## config.mk

```make
export PLATFORM = sky130hd
export DESIGN_NAME = temp_monitor_register_bank
export DESIGN_NICKNAME = d
export VERILOG_FILES = /design/src/core/tmon_pkg.sv /design/src/core/smbus_byte_slave.sv /design/src/core/temp_monitor_register_bank.sv
export SDC_FILE = /design/constraint.sdc
export NUM_CORES = 1
export LEC_CHECK = 0
export BUFFER_PORTS_ARGS = -buffer_cell sky130_fd_sc_hd__buf_2
export CAP_MARGIN = 10
export CORE_ASPECT_RATIO = 0.8
export CORE_MARGIN = 2
export CORE_UTILIZATION = 60
export CTS_BUF_LIST = sky130_fd_sc_hd__clkbuf_4
export CTS_CLUSTER_DIAMETER = 50
export DETAILED_ROUTE_END_ITERATION = 16
export PLACE_DENSITY = 0.78
export SETUP_SLACK_MARGIN = 0.05
export SLEW_MARGIN = 10
export SYNTH_ARGS = -nofsm -noshare
export SYNTH_HDL_FRONTEND = slang
export SYNTH_HIERARCHICAL = 1
export SYNTH_SLANG_ARGS = --single-unit
```

## constraint.sdc

```tcl
create_clock -name mclk -period 4.13 [get_ports mclk]
set_input_delay 0.826 -clock mclk [delete_from_list [all_inputs] [get_ports mclk]]
set_output_delay 0.826 -clock mclk [all_outputs]
set_load 0.01 [all_outputs]
```

## src/core/tmon_pkg.sv

```systemverilog
// Purpose: shared constants of the temperature monitor register bank
// Assumes: 20 MHz mclk
// Notes:   offsets are 8-bit pointer values
package tmon_pkg;
   localparam logic [7:0] A_LOCAL     = 8'h00;
   localparam logic [7:0] A_REM_HI    = 8'h01;
   localparam logic [7:0] A_CFG_RD    = 8'h03;
   localparam logic [7:0] A_RATE_RD   = 8'h04;
   localparam logic [7:0] A_CFG_WR    = 8'h09;
   localparam logic [7:0] A_RATE_WR   = 8'h0A;
   localparam logic [7:0] A_REM_LO    = 8'h10;
   localparam logic [7:0] PTR_RST     = 8'h00;
   localparam logic [7:0] RES_RST     = 8'h00;
   localparam logic [7:0] CFG_RST     = 8'h00;
   localparam logic [7:0] CFG_USED    = 8'hE4;
   localparam logic [3:0] RATE_RST    = 4'h8;
   localparam logic [3:0] RATE_MAX    = 4'hA;
   localparam int         RATE_W      = 4;
   localparam int         CFG_MASK_B  = 7;
   localparam int         CFG_STBY_B  = 6;
   localparam int         CFG_PFS_B   = 5;
   localparam int         CFG_RANGE_B = 2;
   localparam int         FRAC_W      = 2;
   localparam int         EXT_OFFSET  = 64;
   localparam int         BIN_MAX     = 127;
   localparam int         EXT_MAX     = 255;
   localparam int         DIV_W       = 11;
   localparam int         CONV_FAST_US = 15500;
   localparam int         CLK_MHZ     = 20;
   localparam int         CONV_FAST_CYC = CONV_FAST_US * CLK_MHZ;
   localparam logic [6:0] SLAVE_ADDR_DEF = 7'h2A; // arbitrary value
endpackage

```

## src/core/smbus_byte_slave.sv

```systemverilog
// Purpose: two-wire serial slave, byte level, open-drain data pin
// Assumes: scl and sda arrive from pins; host clock far below mclk
// Notes:   reads take rd_data on the scl fall ending the acknowledge bit, at least one scl high phase after rd_req
`timescale 1ns/1ps
`default_nettype none
module smbus_byte_slave
   import tmon_pkg::*;
#(
   parameter logic [6:0] SLAVE_ADDR = SLAVE_ADDR_DEF
) (
   input  wire logic       mclk,
   input  wire logic       reset_n,
   input  wire logic       clk_en,
   input  wire logic       scl_in,
   input  wire logic       sda_in,
   output logic            sda_out,
   output logic            sda_oe,
   output logic            wr_valid,
   output logic            wr_first,
   output logic [7:0]      wr_data,
   output logic            rd_req,
   output logic            rd_take,
   input  wire logic [7:0] rd_data
);
   typedef enum logic [2:0] {S_IDLE, S_ADDR, S_ACK, S_WR, S_RD, S_RD_ACK, S_RD_LOAD} st_t;
   st_t        st_q;
   logic [2:0] scl_q, sda_q;
   logic [7:0] sh_q;
   logic [3:0] cnt_q;
   logic       rw_q, first_q, ackd_q;
   wire scl_rise = scl_q[1] & ~scl_q[2];
   wire scl_fall = ~scl_q[1] & scl_q[2];
   wire start_c  = scl_q[1] & scl_q[2] & sda_q[2] & ~sda_q[1];
   wire stop_c   = scl_q[1] & scl_q[2] & ~sda_q[2] & sda_q[1];
   wire [7:0] sh_in = {sh_q[6:0], sda_q[1]};
   assign sda_out = 1'b0;
   always_ff @(posedge mclk or negedge reset_n) begin
      if (!reset_n) begin
         scl_q <= 3'h7;
         sda_q <= 3'h7;
         st_q <= S_IDLE;
         sh_q <= 8'h00;
         cnt_q <= 4'h0;
         rw_q <= 1'b0;
         first_q <= 1'b0;
         ackd_q <= 1'b0;
         sda_oe <= 1'b0;
         wr_valid <= 1'b0;
         wr_first <= 1'b0;
         wr_data <= 8'h00;
         rd_req <= 1'b0;
         rd_take <= 1'b0;
      end else if (clk_en) begin
         scl_q <= {scl_q[1:0], scl_in};
         sda_q <= {sda_q[1:0], sda_in};
         wr_valid <= 1'b0;
         rd_req <= 1'b0;
         rd_take <= 1'b0;
         if (start_c) begin
            st_q <= S_ADDR;
            cnt_q <= 4'h0;
            first_q <= 1'b1;
            sda_oe <= 1'b0;
         end else if (stop_c) begin
            st_q <= S_IDLE;
            sda_oe <= 1'b0;
         end else begin
            case (st_q)
               S_ADDR: if (scl_rise) begin
                  sh_q <= sh_in;
                  cnt_q <= cnt_q + 4'h1;
                  if (cnt_q == 4'h7) begin
                     rw_q <= sda_q[1];
                     ackd_q <= 1'b0;
                     st_q <= (sh_q[6:0] == SLAVE_ADDR) ? S_ACK : S_IDLE;
                     rd_req <= (sh_q[6:0] == SLAVE_ADDR) & sda_q[1];
                  end
               end
               S_ACK: if (scl_fall) begin
                  if (!ackd_q) begin
                     ackd_q <= 1'b1;
                     sda_oe <= 1'b1;
                  end else if (rw_q) begin
                     sh_q <= rd_data;
                     sda_oe <= ~rd_data[7];
                     cnt_q <= 4'h1;
                     rd_take <= 1'b1;
                     st_q <= S_RD;
                  end else begin
                     sda_oe <= 1'b0;
                     cnt_q <= 4'h0;
                     st_q <= S_WR;
                  end
               end
               S_WR: if (scl_rise) begin
                  sh_q <= sh_in;
                  cnt_q <= cnt_q + 4'h1;
                  if (cnt_q == 4'h7) begin
                     wr_valid <= 1'b1;
                     wr_first <= first_q;
                     wr_data <= sh_in;
                     first_q <= 1'b0;
                     ackd_q <= 1'b0;
                     st_q <= S_ACK;
                  end
               end
               S_RD: if (scl_fall) begin
                  sh_q <= {sh_q[6:0], 1'b0};
                  cnt_q <= cnt_q + 4'h1;
                  sda_oe <= (cnt_q == 4'h8) ? 1'b0 : ~sh_q[6];
                  if (cnt_q == 4'h8) st_q <= S_RD_ACK;
               end
               S_RD_ACK: if (scl_rise) begin
                  st_q <= sda_q[1] ? S_IDLE : S_RD_LOAD;
                  rd_req <= ~sda_q[1];
               end
               S_RD_LOAD: if (scl_fall) begin
                  sh_q <= rd_data;
                  sda_oe <= ~rd_data[7];
                  cnt_q <= 4'h1;
                  rd_take <= 1'b1;
                  st_q <= S_RD;
               end
               default: st_q <= S_IDLE;
            endcase
         end
      end
   end
endmodule
`default_nettype wire

```

## src/core/temp_monitor_register_bank.sv

```systemverilog
// Purpose: register bank of a two-channel temperature monitor
// Assumes: converter on mclk gives signed quarter-degree results with conv_done
// Notes:   registers reached only through the two-wire serial slave
`timescale 1ns/1ps
`default_nettype none
module temp_monitor_register_bank
   import tmon_pkg::*;
#(
   parameter int         TEMP_W      = 12,
   parameter int         BASE_CYCLES = CONV_FAST_CYC,
   parameter logic [6:0] SLAVE_ADDR  = SLAVE_ADDR_DEF
) (
   input  wire logic              mclk,
   input  wire logic              reset_n,
   input  wire logic              clk_en,
   input  wire logic              scl_in,
   input  wire logic              sda_in,
   output logic                   sda_out,
   output logic                   sda_oe,
   input  wire logic              conv_done,
   input  wire logic [TEMP_W-1:0] local_temp_in,
   input  wire logic [TEMP_W-1:0] remote_temp_in,
   output logic                   conv_start,
   output logic                   standby,
   output logic                   extended_range,
   output logic                   pin_function_select,
   output logic                   alert_enable
);
   logic [7:0]       pointer_q, config_q, local_q, rhi_q, rlo_q, rd_data_q;
   logic [RATE_W-1:0] rate_q;
   logic             freeze_q;
   logic [31:0]      base_cnt_q;
   logic [DIV_W-1:0] div_cnt_q;
   logic             wr_valid, wr_first, rd_req, rd_take;
   logic [7:0]       wr_data;

   smbus_byte_slave #(.SLAVE_ADDR(SLAVE_ADDR)) u_port (
      .mclk     (mclk),
      .reset_n  (reset_n),
      .clk_en   (clk_en),
      .scl_in   (scl_in),
      .sda_in   (sda_in),
      .sda_out  (sda_out),
      .sda_oe   (sda_oe),
      .wr_valid (wr_valid),
      .wr_first (wr_first),
      .wr_data  (wr_data),
      .rd_req   (rd_req),
      .rd_take  (rd_take),
      .rd_data  (rd_data_q)
   );

   // temperature to register code: {high byte, two fraction bits}
   function automatic logic [9:0] encode(input logic [TEMP_W-1:0] t, input logic ext);
      int deg;
      int v;
      logic [9:0] r;
      deg = int'($signed(t)) >>> FRAC_W;
      v = ext ? deg + EXT_OFFSET : deg;
      if (v < 0)
         r = 10'h000;
      else if (v > (ext ? EXT_MAX : BIN_MAX))
         r = {8'(ext ? EXT_MAX : BIN_MAX), 2'b00};
      else
         r = {8'(v), t[FRAC_W-1:0]};
      return r;
   endfunction

   wire ext_w       = config_q[CFG_RANGE_B];
   wire [9:0] loc_e = encode(local_temp_in, ext_w);
   wire [9:0] rem_e = encode(remote_temp_in, ext_w);
   wire data_wr     = wr_valid & ~wr_first;
   wire cfg_wr      = data_wr & (pointer_q == A_CFG_WR);
   wire rate_wr     = data_wr & (pointer_q == A_RATE_WR);
   wire hi_take     = rd_take & (pointer_q == A_REM_HI);
   wire lo_take     = rd_take & (pointer_q == A_REM_LO);
   wire [3:0] rate_eff = (rate_q > RATE_MAX) ? RATE_MAX : rate_q;
   wire [DIV_W-1:0] div_top = DIV_W'((1 << (RATE_MAX - rate_eff)) - 1);
   wire base_tick   = (base_cnt_q == 32'(BASE_CYCLES - 1));
   wire interval_end = base_tick & (div_cnt_q == div_top);
   wire running     = ~config_q[CFG_STBY_B];

   logic [7:0] rd_mux;
   always_comb begin
      case (pointer_q)
         A_LOCAL:   rd_mux = local_q;
         A_REM_HI:  rd_mux = rhi_q;
         A_REM_LO:  rd_mux = rlo_q;
         A_CFG_RD:  rd_mux = config_q;
         A_RATE_RD: rd_mux = {{(8-RATE_W){1'b0}}, rate_q};
         default:   rd_mux = 8'h00;
      endcase
   end

   always_ff @(posedge mclk or negedge reset_n) begin
      if (!reset_n)
         pointer_q <= PTR_RST;
      else if (clk_en && wr_valid && wr_first)
         pointer_q <= wr_data;
   end

   always_ff @(posedge mclk or negedge reset_n) begin
      if (!reset_n)
         rd_data_q <= 8'h00;
      else if (clk_en && rd_req)
         rd_data_q <= rd_mux;
   end

   // only the two writable views exist; every other address drops the byte
   always_ff @(posedge mclk or negedge reset_n) begin
      if (!reset_n) begin
         config_q <= CFG_RST;
         rate_q <= RATE_RST;
      end else if (clk_en) begin
         if (cfg_wr)
            config_q <= wr_data & CFG_USED;
         if (rate_wr)
            rate_q <= wr_data[RATE_W-1:0];
      end
   end

   // results written by the converter alone; limits live elsewhere
   always_ff @(posedge mclk or negedge reset_n) begin
      if (!reset_n) begin
         local_q <= RES_RST;
         rhi_q <= RES_RST;
         rlo_q <= RES_RST;
         freeze_q <= 1'b0;
      end else if (clk_en) begin
         if (conv_done) begin
            local_q <= loc_e[9:2];
            rlo_q <= {rem_e[1:0], 6'h00};
            if (!freeze_q || hi_take)
               rhi_q <= rem_e[9:2];
         end
         if (lo_take)
            freeze_q <= 1'b1;
         else if (hi_take)
            freeze_q <= 1'b0;
      end
   end

   // interval timer: fast base period times 2^(10-code), codes above 10 taken as 10
   always_ff @(posedge mclk or negedge reset_n) begin
      if (!reset_n) begin
         base_cnt_q <= 32'h0;
         div_cnt_q <= '0;
         conv_start <= 1'b0;
      end else if (clk_en) begin
         conv_start <= running & interval_end;
         if (!running || rate_wr) begin
            base_cnt_q <= 32'h0;
            div_cnt_q <= '0;
         end else if (base_tick) begin
            base_cnt_q <= 32'h0;
            div_cnt_q <= interval_end ? '0 : div_cnt_q + 1'b1;
         end else
            base_cnt_q <= base_cnt_q + 32'h1;
      end
   end

   // comparators sit outside; these levels ignore standby
   always_ff @(posedge mclk or negedge reset_n) begin
      if (!reset_n) begin
         standby <= 1'b0;
         extended_range <= 1'b0;
         pin_function_select <= 1'b0;
         alert_enable <= 1'b0;
      end else if (clk_en) begin
         standby <= config_q[CFG_STBY_B];
         extended_range <= ext_w;
         pin_function_select <= config_q[CFG_PFS_B];
         alert_enable <= ~config_q[CFG_MASK_B] & ~config_q[CFG_PFS_B];
      end
   end
endmodule
`default_nettype wire

```

==> results of run 1 <==
-- state kept, by name, summed over array words and instances (netlist names), 2 cells and up --
register	flops
rhi_q	8
u_port/scl_q	3
base_cnt_q	32
u_port/cnt_q	4
rate_q	4
rd_data_q	8
div_cnt_q	11
u_port/wr_data	8
config_q	4
rlo_q	2
local_q	8
u_port/sh_q	7
pointer_q	8
u_port/sda_q	3
u_port/st_q	3
-- metal layers --
metal / wire, um / global-route usage, % / vias up
met1: 7840 / 39.6 / 2949
met3: 1010 / 5.13 / 18
met4: 156 / 6.85 / 0
met5: 0 / 0 / -
met2: 7520 / 42.3 / 217
li1: - / - / 2811
-- logic make-up (layout without fill, tap and decap cells) --
logic type | Yosys count | count (layout)
AND/OR/NAND/NOR | 275 | 275
AO/OA/AOI/OAI | 190 | 190
flip-flops | 127 | 127
buffers and inverters | 72 | 102
multiplexers | 56 | 56
XOR/XNOR | 29 | 29
adder cells (fa/ha/maj) | 7 | 7
other | 1 | 1
-- critical path: cells and delay by family, from the launching register on --
family	cells	cell delay [ns]
and+or+nand+nor	2	0.40
AOI/OAI and AO/OA	5	1.23
DFF	1	0.82
adders and majority gates	1	0.43
xor gates and xnor gates	1	0.31
-- stage by stage --
step / worst slack (ns) / cells / util (%) / cell area (sq um) / hold slack (ns)
5_1_grt: 0.583 / 935 / 66.3 / 7730 / 0.212
6_report: 0.839 / 935 / 66.3 / 7730 / 0.211
2_1_floorplan: 1.18 / 757 / - / 7220 / 0.448
3_5_place_dp: 0.925 / 903 / 63.9 / 7440 / 0.478
3_3_place_gp: 1.05 / 903 / 63.9 / 7440 / 0.476
4_1_cts: 0.892 / 935 / 66.3 / 7730 / 0.201
-- placed cells by master, fill, tap and decap left out, types with 16 or more instances in the layout --
cell type	instances
dfrtp_1	120
nand2_1	60
o21ai_0	55
nor2_1	53
mux2_2	38
nand3_1	37
a21oi_1	35
inv_1	33
buf_2	32
mux2i_1	17
clkbuf_4	17
xor2_1	16
-- worst paths after layout --
path,end
worst max register to register,div_cnt_q[6]
max in group asynchronous,rate_q[3]
worst min-delay path,div_cnt_q[10]
min in group mclk,rd_data_q[5]
worst min register to register,rd_data_q[5]
worst max-delay path,div_cnt_q[6]
-- final cells by class --
cell class | instances | area [sq um] | share of cell area (%)
timing repair buffer | 37 | 210 | 2.72
clock inverter | 15 | 160 | 2.07
inverter | 33 | 124 | 1.60
tap | 148 | 185 | 2.40
sequential | 127 | 3190 | 41.2
clock buffer | 17 | 128 | 1.65
multi-input combinational | 558 | 3730 | 48.3
-- power by group through the flow --
stage	sequential [mW]	combinational [mW]	clock [mW]
2_1_floorplan	1.52	0.563	0
3_3_place_gp	1.62	0.624	0
3_5_place_dp	1.63	0.651	0
4_1_cts	1.61	0.656	0.897
5_1_grt	1.64	0.737	0.947
6_report	1.62	0.662	0.880
==> impl_results.md, run 1 <==
- Run status: completed
- Final Wtd Congestion: 0.895
- Initial antenna violation count: 0
- Post-Syn Nets: 794
- TritonCTS sink count: 127
- Crit path max-delay cell type: dfstp_2
- Net count, final: 811
- Setup TNS: 0 ns
- Hold Fails Final Rpt: 0
- CTS tree: yes
- Detail Placement HPWL: 11400 um
- Worst-skew pair later-pin latency: 0.54 ns
- Filler cells: 930
- Post-layout min period: 3.29 ns
- Post-CTS Resized: 0
- Maximum root-to-sink buffer count: 2
- Sw Share: 35.5%
- Worst-path cell chain: o21ai_0 -> ha_1 -> or2_0 -> a221oi_1 -> xor2_1 -> a2111oi_4 -> a21oi_4 -> nand2_4 -> o31ai_1
- Clk_skew: 0.0185 ns
- Int Power: 2.04 mW
- FF-to-FF Start: rate_q[3]
- Total Power Consumption: 3.16 mW
- Fin crit share: 79.7%
- Final Slew Violations: 0
- # Post-CTS Setup Buffers: 0
- First-pass GRT wire length: 28200 um
- Cell count after synthesis: 757
- Via Count: 5995
- Core Box Area: 11600 sq um
- Die ar.: 12900 sq um
- VDD IR max: 0.343 mV
- PD cells: 409 nW/um^2
- Share of the yosys chip area belonging to registers: 44.1%
- Syn Area/Cell: 9.54 sq um
- Critical Path Start Type: flip-flop
- Worst hold path type: in2async
- Reg2Reg Depth: 9
- Seq cells post-synth: 127
- Iter 0 DRT Violations: 524
- Final Setup Violations: 0
- Die Wd: 127 um
- Area contributors post-synth: dfrtp_1 (42%), mux2_2 (5.9%), o21ai_0 (3.8%), nand2_1 (3.1%), nor2_1 (2.8%)
- Gate power share: 21.0%
- Worst Path Arrival: 3.73 ns
- Row count: 35
- MaxCap Viol Count: 0
- Share of layout cells above drive strength 1: 17.3%
- CP Capture Type: flip-flop
- Largest net degree at the start of global routing: 101
- Ys flop type: dfrtp_1
- Async SR Flop Fraction: 100%
- Slew headroom: 54.0%
- DR WL/cell: 17.7 um
- Hold_buf cts: 0
- R2r setup slk: 0.84 ns
- Area delta synth->final: 6.96%
- Compound-Gate Fraction of Synth Area: 17.6%
- Post-synth top cells: dfrtp_1 (120), nand2_1 (60), o21ai_0 (55)
- Final WL: 16500 um
- CTS clock-pin slew for the worst setup and hold paths: 0.14 ns
- Worst-margin pin slew: 0.690 ns
- Post-route ant nets: 0
- Top cell type by total area after synthesis: dfrtp_1
- Number of synthesized flops with an enable pin: 0
- Unrepaired setup endpoints after global routing: false
- Chip Height: 102 um
- Tot GR Track Use: 27.1%
- P_leak: 3.37 nW
- Global route total overflow: 0
- Post-synth top area share: 41.6%
- Synth warnings: 6
- Ports: 37
- Synth Area in Simple Gates: 20.8%
- Sequential share of power: 51.2%
- Clock network power share: 27.9%
- Diodes inserted: 0
- Number of H-tree levels: 4
- CP Class: reg2reg
- Via-to-Cell Ratio: 6.41
- Drt first pass iters: 5
- Vias in the first global route: 5695
- Crit Path Max Fanout: 23
- Post-Synth Adder-Cell Area: 1.21%
- Total net switching power: 1.12 mW
- Num CTS Buffers: 17
- Clock Tree Root: clkbuf_4
- Crit-path max cell delay: 0.82 ns
- Post-synthesis xor/xnor area fraction: 3.52%
- Initial Util: 62.0%
- Main combinational cell family by area after synthesis: simple AND/OR/NAND/NOR gates
- Mux share of post-synthesis cell area: 8.49%
- Yosys cell types: 82
- IO Port Bufs: 33
- Worst Path Required: 4.57 ns
- Max Freq: 304 MHz
- CP Launch Point: rate_q[3]
- Cell area after synthesis: 7220 sq um
- Count leader, synth: dfrtp_1
- Drc violations: 0
Power figures use the tool's default switching activity.
==> inputs of run 2 (changes only) <==
- clock period: 4.13 -> 3.1 ns (I/O delays scaled with it)
==> impl_results.md, run 2 (synthesized netlist as in run 1, its figures left out) <==
- Worst-skew pair later-pin latency: 0.52 ns
- Worst Path Required: 3.49 ns
- Initial Util: 62.0%
- Clk_skew: 0.0203 ns
- Tot GR Track Use: 27.5%
- Die ar.: 12900 sq um
- Total net switching power: 1.38 mW
- CP Capture Type: flip-flop
- Global route total overflow: 0
- Hold Fails Final Rpt: 0
- Worst-path cell chain: o21ai_1 -> ha_2 -> nor2b_1 -> a21oi_1 -> or4b_4 -> a2111oi_4 -> a21oi_4 -> a31oi_1 -> o31ai_1
- Clock network power share: 24.9%
- Worst hold path type: in2async
- Die Wd: 127 um
- Num CTS Buffers: 17
- Via Count: 5980
- Core Box Area: 11600 sq um
- Final WL: 16700 um
- Crit-path max cell delay: 0.48 ns
- Ports: 37
- Unrepaired setup endpoints after global routing: false
- Net count, final: 825
- Area delta synth->final: 7.97%
- Drt first pass iters: 5
- P_leak: 3.42 nW
- MaxCap Viol Count: 0
- Gate power share: 22.2%
- Final Slew Violations: 0
- Initial antenna violation count: 0
- Worst-margin pin slew: 0.702 ns
- Post-layout min period: 2.76 ns
- Dpl cells: 916
- # Post-CTS Setup Buffers: 0
- IO Port Bufs: 33
- Detail Placement HPWL: 11700 um
- Share of layout cells above drive strength 1: 18.6%
- TritonCTS sink count: 127
- CTS tree: yes
- Max reg flops: 32
- Most flop-heavy register: base_cnt_q
- Final Non-Filler Cells: 947
- CTS clock-pin slew for the worst setup and hold paths: 0.10 ns
- Filler cells: 901
- Iter 0 DRT Violations: 608
- Largest net degree at the start of global routing: 54
- Critical Path Start Type: flip-flop
- Largest registers: base_cnt_q: 32 flops, div_cnt_q: 11 flops
- VDD IR max: 0.305 mV
- Slew headroom: 53.2%
- Top delay family on crit path: compound AO/OA/AOI/OAI gates
- Via-to-Cell Ratio: 6.31
- Crit path max-delay cell type: or4b_4
- Number of buffers and inverters on the critical path: 0
- Sw Share: 33.9%
- Final Wtd Congestion: 0.867
- Int Power: 2.69 mW
- Run status: completed
- Vias in the first global route: 5685
- Max Freq: 362 MHz
- Most common cell after layout, fill and taps aside: dfrtp_1
- Chip Height: 102 um
- Post-route ant nets: 0
- Sequential share of power: 53.0%
- Fin crit share: 89.0%
- Most frequent cells in the layout: dfrtp_1 (120), nand2_1 (60), o21ai_0 (54), nor2_1 (53), mux2_2 (38)
- Number of H-tree levels: 4
- First-pass GRT wire length: 28400 um
- Row count: 35
- FF-to-FF Start: rate_q[2]
- Drc violations: 0
- Diodes inserted: 0
- Final Setup Violations: 0
- Clock Tree Root: clkbuf_4
- Maximum root-to-sink buffer count: 2
- Setup TNS: 0 ns
- PD cells: 521 nW/um^2
- DR WL/cell: 17.6 um
- Crit Path Max Fanout: 7
- Hold_buf cts: 0
- Worst Path Arrival: 3.15 ns
- CP Launch Point: rate_q[2]
- CP Class: reg2reg
-- run 2: cell types whose count changed in the layout (fill, tap and decap cells not counted), sizes merged --
| cell | delta |
|---|---|
| buf | +13 |
| clkinvlp | +1 |
| inv | -11 |
| clkbuf | +2 |
| clkinv | +6 |
| a21oi | +1 |
-- run 2: per-stage QoR --
| stage | setup slack [ns] | area (sq um) | total power [mW] | hold WS (ns) | utilization (%) |
|---|---|---|---|---|---|
| 2_1_floorplan | 0.147 | 7220 | 2.77 | 0.324 | - |
| 3_3_place_gp | 0.308 | 7550 | 2.99 | 0.475 | 64.8 |
| 3_5_place_dp | 0.215 | 7550 | 3.05 | 0.472 | 64.8 |
| 4_1_cts | 0.186 | 7790 | 4.05 | 0.155 | 66.9 |
| 5_1_grt | 0.119 | 7800 | 4.28 | 0.176 | 66.9 |
| 6_report | 0.340 | 7800 | 4.06 | 0.142 | 66.9 |
-- run 2: power by group through the flow --
| stage | clock (mW) | combinational, mW | sequential [mW] |
|---|---|---|---|
| after floorplan | 0 | 0.750 | 2.02 |
| after global placement | 0 | 0.836 | 2.16 |
| after detailed placement | 0 | 0.878 | 2.17 |
| after CTS | 1.02 | 0.890 | 2.14 |
| after global routing | 1.10 | 1.00 | 2.18 |
| final | 1.01 | 0.901 | 2.15 |
-- run 2: worst paths after layout --
path	cells after the start	slack (ns)	end
worst max-delay path	9	0.34	div_cnt_q[6]
worst min-delay path	1	0.14	u_port/st_q[0]
worst max register to register	9	0.34	div_cnt_q[6]
worst min register to register	2	0.50	rd_data_q[5]
max in group asynchronous	2	2.14	base_cnt_q[0]
min in group mclk	2	0.34	u_port/scl_q[0]
-- run 2: metal layers --
layer / global-route usage [%] / vias to the layer above / wire [um]
met3: 6.18 / 24 / 1020
li1: - / 2854 / -
met5: 0 / - / 0
met4: 7.10 / 0 / 245
met1: 41.1 / 2928 / 8030
met2: 41.1 / 174 / 7400
-- run 2: worst register-to-register path: stages (launching register included) --
cell and delay [ns]:
dfrtp_1 0.46, o21ai_1 0.25, ha_2 0.30, nor2b_1 0.13
a21oi_1 0.14, or4b_4 0.48, a2111oi_4 0.44, a21oi_4 0.16
a31oi_1 0.20, o31ai_1 0.09
-- run 2: layout make-up --
| cell class | count | area, sq um | share of cell area, % |
|---|---|---|---|
| Clock buffer | 19 | 143 | 1.83 |
| Clock inverter | 11 | 96.3 | 1.24 |
| Inverter | 33 | 124 | 1.59 |
| Multi-Input combinational cell | 559 | 3740 | 48.0 |
| Sequential cell | 127 | 3190 | 40.9 |
| Tap cell | 148 | 185 | 2.37 |
| Timing Repair Buffer | 50 | 320 | 4.11 |
-- run 2: timing repair --
| item | 4_1_cts | 5_1_grt |
|---|---|---|
| gates resized for setup | 0 | 2 |
| endpoints found under the setup margin | 0 | 4 |
| endpoints found under the hold margin | 0 | 0 |
